--- config.mk ---
export PLATFORM = sky130hd
export DESIGN_NAME = extended_bus_pin_mode
export DESIGN_NICKNAME = d
export VERILOG_FILES = /design/src/extended_bus_pin_mode_pkg.sv /design/src/extended_bus_pin_mode.sv
export VERILOG_INCLUDE_DIRS = /design/src
export SDC_FILE = /design/constraint.sdc
export NUM_CORES = 1
export LEC_CHECK = 0
export ABC_AREA = 1
export BUFFER_PORTS_ARGS = -buffer_cell sky130_fd_sc_hd__buf_4
export CORE_MARGIN = 1.5
export CORE_UTILIZATION = 51
export CTS_BUF_LIST = sky130_fd_sc_hd__clkbuf_2 sky130_fd_sc_hd__clkbuf_4 sky130_fd_sc_hd__clkbuf_8
export DETAILED_ROUTE_END_ITERATION = 10
export PLACE_DENSITY = 0.83
export SYNTH_ARGS = -nofsm -noshare
export SYNTH_HDL_FRONTEND = slang
export SYNTH_SLANG_ARGS = --single-unit
--- constraint.sdc ---
create_clock -name clk_sys -period 2.16 [get_ports clk_sys]
set_clock_uncertainty 0.15 [all_clocks]
set_input_delay 0 -clock clk_sys [delete_from_list [all_inputs] [get_ports clk_sys]]
set_output_delay 0 -clock clk_sys [all_outputs]
set_load 0.01 [all_outputs]
--- src/extended_bus_pin_mode_defines.svh ---
// Register offsets, field positions, reset values for the pin mode block.
// Assumes AHB-Lite word access; included by bare name.
`ifndef EXTENDED_BUS_PIN_MODE_DEFINES_SVH
`define EXTENDED_BUS_PIN_MODE_DEFINES_SVH

// ********************
// Register map
// ********************
`define OFS_DATA_BUS_SETUP  8'h00
`define OFS_SECONDARY_SETUP 8'h04
`define OFS_PIN_STATUS      8'h08

// ********************
// Field positions
// ********************
`define BIT_EXT_BUS_ENABLE  15
`define BIT_MUST_BE_ZERO    14
`define BIT_BUS_TIMING_SEL  10
`define EXTRA_OUT_HI        15
`define EXTRA_OUT_LO        12

// ********************
// Reset values and output enable patterns
// ********************
`define DATA_BUS_SETUP_RST  16'h0000
`define SECONDARY_SETUP_RST 16'h0000
`define PIN_OE_N_IDLE       4'hf
`define PIN_OE_N_CODEC      4'h3

`endif

--- src/extended_bus_pin_mode_pkg.sv ---
// Types shared by the pin mode block and its surroundings.
// Assumes the defines header is included where offsets are needed.
package extended_bus_pin_mode_pkg;

    // ********************
    // Carriers
    // ********************
    typedef struct packed {
        logic txd;
        logic loopback;
    } codec_out_type;

    typedef struct packed {
        logic rx_clock;
        logic rxd;
        logic tx_clock;
    } codec_in_type;

    typedef struct packed {
        logic [3:0] in_lvl;
    } pin_in_type;

    typedef struct packed {
        logic [3:0] out_lvl;
        logic [3:0] oe_n;
    } pin_drive_type;

endpackage : extended_bus_pin_mode_pkg

--- src/extended_bus_pin_mode.sv ---
// Extended bus mode pin repurposing with an AHB-Lite register slave.
// Assumes one 50 MHz clock, synchronous pins and a bus arbiter that
// reports mastership as a level.
`include "extended_bus_pin_mode_defines.svh"
`timescale 1ns/1ps
`default_nettype none

module extended_bus_pin_mode (
    input  wire logic                                   clk_sys,
    input  wire logic                                   sys_rst,
    input  wire logic                                   hsel,
    input  wire logic [31:0]                            haddr,
    input  wire logic [1:0]                             htrans,
    input  wire logic                                   hwrite,
    input  wire logic [2:0]                             hsize,
    input  wire logic [31:0]                            hwdata,
    input  wire logic                                   hready,
    output logic      [31:0]                            hrdata,
    output logic                                        hreadyout,
    output logic                                        hresp,
    input  wire logic                                   bus_master,
    input  wire logic                                   bus_protocol_select,
    input  wire logic                                   bus_retry_input,
    input  wire logic                                   ready_input,
    input  wire extended_bus_pin_mode_pkg::codec_out_type line_code_unit_out,
    output extended_bus_pin_mode_pkg::codec_in_type     line_code_unit_in,
    input  wire extended_bus_pin_mode_pkg::pin_in_type  codec_pins_in,
    output extended_bus_pin_mode_pkg::pin_drive_type    codec_pins_drive,
    input  wire logic                                   codec_tx_clock_pin,
    output logic                                        sync_memory_termination,
    output logic                                        bus_retry_sampled,
    output logic                                        ready_sampled,
    output logic                                        ready_sync_mode
);
    import extended_bus_pin_mode_pkg::*;

    // ********************
    // Register state
    // ********************
    logic [15:0]   data_bus_setup_config_q;
    logic [15:0]   data_bus_setup_config_d;
    logic [15:0]   secondary_bus_setup_config_q;
    logic [15:0]   secondary_bus_setup_config_d;
    logic          cfg_written_q;
    logic          wr_pend_q;
    logic [7:0]    wr_addr_q;
    logic [31:0]   hrdata_q;
    logic          ext_on;
    logic          async_sel;
    logic          retry_fall_q;
    logic          ready_fall_q;
    logic          retry_q;
    logic          ready_q;
    logic          term_q;
    codec_in_type  codec_in_q;
    pin_drive_type pins_q;
    logic          addr_ok;

    // Config bit 15 opens the extended features; async retry and termination also need bit 10 clear, async ready needs bit 10 clear alone
    assign ext_on    = data_bus_setup_config_q[`BIT_EXT_BUS_ENABLE];
    assign async_sel = ext_on
                     & ~data_bus_setup_config_q[`BIT_BUS_TIMING_SEL];
    assign addr_ok   = hsel & hready & htrans[1];

    // Word read view; status shows live pin mode state
    function automatic logic [31:0] reg_read(
        input logic [7:0]  ofs,
        input logic [15:0] cfg_v,
        input logic [15:0] cfg2_v
    );
        logic [31:0] v;
        v = 32'h0000_0000;
        unique case (ofs)
            `OFS_DATA_BUS_SETUP:  v = {16'h0000, cfg_v};
            `OFS_SECONDARY_SETUP: v = {16'h0000, cfg2_v};
            `OFS_PIN_STATUS:      v = {27'h0000000, term_q, retry_q,
                                       bus_master, cfg_written_q, ext_on};
            default:              v = 32'h0000_0000;
        endcase
        return v;
    endfunction : reg_read

    // ********************
    // AHB-Lite slave
    // ********************
    always_ff @(posedge clk_sys or posedge sys_rst) begin
        if (sys_rst) begin
            wr_pend_q <= 1'b0;
            wr_addr_q <= 8'h00;
        end else if (hready) begin
            wr_pend_q <= addr_ok & hwrite;
            wr_addr_q <= haddr[7:0];
        end
    end

    // Bit 14 is kept at zero whatever software writes
    always_comb begin
        data_bus_setup_config_d      = data_bus_setup_config_q;
        secondary_bus_setup_config_d = secondary_bus_setup_config_q;
        if (wr_pend_q && wr_addr_q == `OFS_DATA_BUS_SETUP) begin
            data_bus_setup_config_d = hwdata[15:0];
            data_bus_setup_config_d[`BIT_MUST_BE_ZERO] = 1'b0;
        end
        if (wr_pend_q && wr_addr_q == `OFS_SECONDARY_SETUP) begin
            secondary_bus_setup_config_d = hwdata[15:0];
        end
    end

    always_ff @(posedge clk_sys or posedge sys_rst) begin
        if (sys_rst) begin
            data_bus_setup_config_q      <= `DATA_BUS_SETUP_RST;
            secondary_bus_setup_config_q <= `SECONDARY_SETUP_RST;
        end else begin
            data_bus_setup_config_q      <= data_bus_setup_config_d;
            secondary_bus_setup_config_q <= secondary_bus_setup_config_d;
        end
    end

    // Pins stay floating until the first config write after reset
    always_ff @(posedge clk_sys or posedge sys_rst) begin
        if (sys_rst) begin
            cfg_written_q <= 1'b0;
        end else if (wr_pend_q && wr_addr_q == `OFS_DATA_BUS_SETUP) begin
            cfg_written_q <= 1'b1;
        end
    end

    // Reads use next values so a write just before is seen at once
    always_ff @(posedge clk_sys or posedge sys_rst) begin
        if (sys_rst) begin
            hrdata_q <= 32'h0000_0000;
        end else if (addr_ok && !hwrite) begin
            hrdata_q <= reg_read(haddr[7:0], data_bus_setup_config_d,
                                 secondary_bus_setup_config_d);
        end
    end

    assign hrdata    = hrdata_q;
    assign hreadyout = 1'b1;
    assign hresp     = 1'b0;

    // ********************
    // Pin repurposing
    // ********************
    always_ff @(posedge clk_sys or posedge sys_rst) begin
        if (sys_rst) begin
            pins_q <= '{out_lvl: 4'h0, oe_n: `PIN_OE_N_IDLE};
        end else if (!cfg_written_q) begin
            pins_q <= '{out_lvl: 4'h0, oe_n: `PIN_OE_N_IDLE};
        end else if (ext_on) begin
            // Order 3..0 is tx data, loopback, rx clock, rx data
            pins_q.out_lvl <= secondary_bus_setup_config_q
                              [`EXTRA_OUT_HI:`EXTRA_OUT_LO];
            pins_q.oe_n    <= bus_master ? 4'h0 : `PIN_OE_N_IDLE;
        end else begin
            pins_q.out_lvl <= {line_code_unit_out.txd,
                               line_code_unit_out.loopback, 2'b00};
            pins_q.oe_n    <= `PIN_OE_N_CODEC;
        end
    end

    // Codec inputs are held low while their pins are repurposed
    always_ff @(posedge clk_sys or posedge sys_rst) begin
        if (sys_rst) begin
            codec_in_q <= '0;
        end else if (ext_on || !cfg_written_q) begin
            codec_in_q <= '0;
        end else begin
            codec_in_q.rx_clock <= codec_pins_in.in_lvl[1];
            codec_in_q.rxd      <= codec_pins_in.in_lvl[0];
            codec_in_q.tx_clock <= codec_tx_clock_pin;
        end
    end

    // Termination input is never driven; only qualified here
    always_ff @(posedge clk_sys or posedge sys_rst) begin
        if (sys_rst) begin
            term_q <= 1'b0;
        end else begin
            term_q <= cfg_written_q & ext_on & bus_master
                    & async_sel & bus_protocol_select
                    & codec_tx_clock_pin;
        end
    end

    // ********************
    // Retry and ready sampling
    // ********************
    // Falling edge capture gives half a cycle of settling on slow buses
    always_ff @(negedge clk_sys or posedge sys_rst) begin
        if (sys_rst) begin
            retry_fall_q <= 1'b0;
            ready_fall_q <= 1'b0;
        end else begin
            retry_fall_q <= bus_retry_input;
            ready_fall_q <= ready_input;
        end
    end

    always_ff @(posedge clk_sys or posedge sys_rst) begin
        if (sys_rst) begin
            retry_q <= 1'b0;
        end else begin
            retry_q <= async_sel ? retry_fall_q
                                 : bus_retry_input;
        end
    end

    // Ready path only matters while this block owns the bus
    always_ff @(posedge clk_sys or posedge sys_rst) begin
        if (sys_rst) begin
            ready_q <= 1'b0;
        end else if (bus_master) begin
            ready_q <= data_bus_setup_config_q[`BIT_BUS_TIMING_SEL]
                       ? ready_input : ready_fall_q;
        end else begin
            ready_q <= 1'b0;
        end
    end

    assign line_code_unit_in       = codec_in_q;
    assign codec_pins_drive        = pins_q;
    assign sync_memory_termination = term_q;
    assign bus_retry_sampled       = retry_q;
    assign ready_sampled           = ready_q;
    assign ready_sync_mode =
        data_bus_setup_config_q[`BIT_BUS_TIMING_SEL];
endmodule : extended_bus_pin_mode

`default_nettype wire

==> flow_summary_export.csv <==
group,metric,value,unit
layout,fillers,529,
grt,grt_overflow,0,
run_status,status,"finished clean",
pwr,peakVddDrop,356,uV
clock_tree,htreeDepth,3,
route,wirelength,8390,microns
layout,layout.nets,622,
clock_tree,clkSinkCount,72,
sta,worst_slew_pin_slew,0.623,ns
synth,syn_area_per_cell,8.47,sq um
setup_path,path_max_fanout,1,
grt,grt_first_pass_wirelength,13900,microns
die,coreArea,0.00676,sq mm
die,initial_core_util,52.6,%
clock_tree,hold_buffers,47,
route,drtIter0Drc,232,
die,dieArea,0.00748,sq mm
setup_path,crit_path_cell_trace,"mux2_2",
synth,yosys_warnings,0,
placed_design,gp_congestion,0.786,
clock_tree,clkTransAtPathRegs,0.07,ns
synth,synthCells,420,
synth,ys_ff_latch,72,
setup_path,arrival,1.99,ns
route,wl_per_cell,13.5,microns
route,ant_nets,0,
placed_design,dp.cells,559,
route,vias,3038,
sta,slew_viol_final,0,
die,die_w,86.5,microns
pwr,leakage,0.00257,uW
setup_path,cp-start-kind,"flop",
grt,grtUsageTotal,24.4,%
sta,finalSetupViolCount,0,
clock_tree,cts_inserted_buffers,9,
synth,synth_area,0.00356,sq mm
layout,diodes,0,
synth,ys_seq_area_share,50.7,%
pwr,power-per-cell-area,618,mW/mm^2
clock_tree,cts_tree,"yes",
placed_design,dp_hpwl,5150,microns
layout,fin_area,0.00471,sq mm
clock_tree,clockRootBuffer,"clkbuf_8",
setup_path,path_class,"reg -> reg",
setup_path,crit_path_top_delay_cell,"dfrtn_1",
placed_design,place_area,0.00405,sq mm
route,viasPerCell,4.88,
grt,grt_pass1_vias,3049,
setup_path,crit_buf_inv,0,
sta,hold_violations,0,
clock_tree,post_cts_buffers,0,
synth,yosysTopAreaCell,"dfrtp_1",
clock_tree,clk-insertion-delay-late,0.35,ns
die,ioPinCount,134,
setup_path,cpPeakStageDelay,0.32,ns
grt,antenna_found_initial,0,
synth,synthTopCellsByArea,"dfrtp_1 (48%), nand3_1 (11%), nand2_1 (10%), inv_1 (6.0%), and2_1 (5.5%)",
placed_design,port_buffers,69,
setup_path,worstPathRequired,2.25,ns
clock_tree,cts_max_path_buffers,2,
layout,drive_gt1_share,22.5,%
sta,tns,0,ns
setup_path,critPathCaptureType,"flop",
min_path,min_path_type,"in -> reg",
die,die_h,86.5,microns
sta,maxSlewHeadroom,58.5,%
route,first_pass_iters,4,
job,maxCapViolCount,0,
synth,ys_types,26,
die,row_count,30,
setup_path,cpLargestDelayFamily,"flip-flops",
synth,yosysTopAreaCellShare,47.9,%
grt,grt_max_degree,51,
layout,area_growth,32.5,%
route,drc,0,
layout,layout.cells.non_filler,622,
sta,rsz0062_at_grt,"false",
clock_tree,cts_resized,0,
-- routing by layer --
metal  vias to the layer above  track usage (%)  wire (microns)
met5                         -                0               0
met4                         0             10.1             204
met3                        19             4.67             403
met2                       102             41.2            4210
met1                      1430             30.8            3570
li1                       1487                -               -
-- kinds of logic after synthesis --
kind of cell           Yosys count  synth area share (%)
muxes                            6                  1.90
buffers and inverters           94                  13.2
and+or+nand+nor                238                  32.8
DFF                             72                  50.7
other                            2                 0.211
AOI/OAI and AO/OA                8                  1.16
-- state kept, by name, indices dropped and copies added (netlist names) --
register                      flops
line_code_unit_in                 3
retry_fall_q                      1
hrdata                           16
cfg_written_q                     1
sync_memory_termination           1
data_bus_setup_config_q          16
secondary_bus_setup_config_q     16
wr_pend_q                         1
wr_addr_q                         8
ready_fall_q                      1
ready_sampled                     1
codec_pins_drive                  6
bus_retry_sampled                 1
-- power by group --
group / internal [uW] / leakage [uW] / total [uW] / switching, uW
logic: 201 / 0.00150 / 404 / 203
clock network: 567 / 0.000104 / 1050 / 480
registers: 1420 / 0.000967 / 1460 / 34.3
total: 2190 / 0.00257 / 2910 / 717
-- final timing paths --
path,slack (ns),startpoint,to,depth (start not counted)
max,0.25,retry_fall_q$_DFF_NP0_,bus_retry_sampled$_DFF_PP0_,1
min,0.11,hsel,hrdata[3]$_DFFE_PP0P_,6
max reg2reg,0.25,retry_fall_q$_DFF_NP0_,bus_retry_sampled$_DFF_PP0_,1
min reg2reg,0.34,hrdata[10]$_DFFE_PP0P_,hrdata[10]$_DFFE_PP0P_,2
max in group asynchronous,0.80,sys_rst,retry_fall_q$_DFF_NP0_,3
min in group asynchronous,0.17,sys_rst,sync_memory_termination$_DFF_PP0_,4
-- cell usage after synthesis --
cell,number
buf_4,25
buf_2,4
inv_2,4
mux2_2,6
nor2_2,2
dfrtp_1,68
nor4_2,1
o22ai_1,1
nand3_1,76
clkinv_2,1
dfstp_2,2
and2_1,31
nand2_2,6
conb_1,2
nor2_4,5
buf_6,2
nand2_1,98
nand3_4,2
nor2_1,14
dfrtn_1,2
inv_1,57
clkbuf_1,1
nor3_1,1
or2_2,1
o21ai_0,7
nand3b_1,1
-- cell usage in the layout, fill, tap and decap left out, types with 2 or more instances in the layout --
cell type	n
dfstp_2	2
nand2_2	6
o21ai_0	7
clkinv_2	4
conb_1	18
dfrtp_1	68
and2_1	31
nor2_1	14
inv_2	4
clkbuf_8	9
dfrtn_1	2
clkbuf_4	3
nor2_2	2
mux2_2	6
nand2_1	98
nand3_1	76
dlygate4sd3_1	47
inv_1	56
buf_4	75
nand3_4	2
nor2_4	5
-- per-stage QoR --
step	setup slack, ns	total power [uW]	utilization [%]	hold slack (ns)
2_1_floorplan	0.222	1700	-	-0.0745
4_1_cts	0.253	2920	69.7	0.110
3_3_place_gp	0.260	1790	59.9	-0.00645
3_5_place_dp	0.246	1800	59.9	-0.00243
5_1_grt	0.226	3030	69.7	0.149
6_report	0.254	2910	69.7	0.112
-- tightest hold or removal path: stages --
cell,delay [ns]
buf_4,0.11
nand3_1,0.11
nor2_2,0.04
buf_4,0.20
nand2_1,0.09
nand2_1,0.04
-- area by class of cell --
type                       instances  area (sq um)  area share (%)
clock inverter                     4          45.0           0.956
tap                               80           100            2.12
clock buffer                      12           146            3.11
inverter                          62           238            5.05
timing repair buffer             122          1030            21.9
multi-input combinational        270          1340            28.5
sequential                        72          1800            38.3
(Power assumes the default switching activity.)
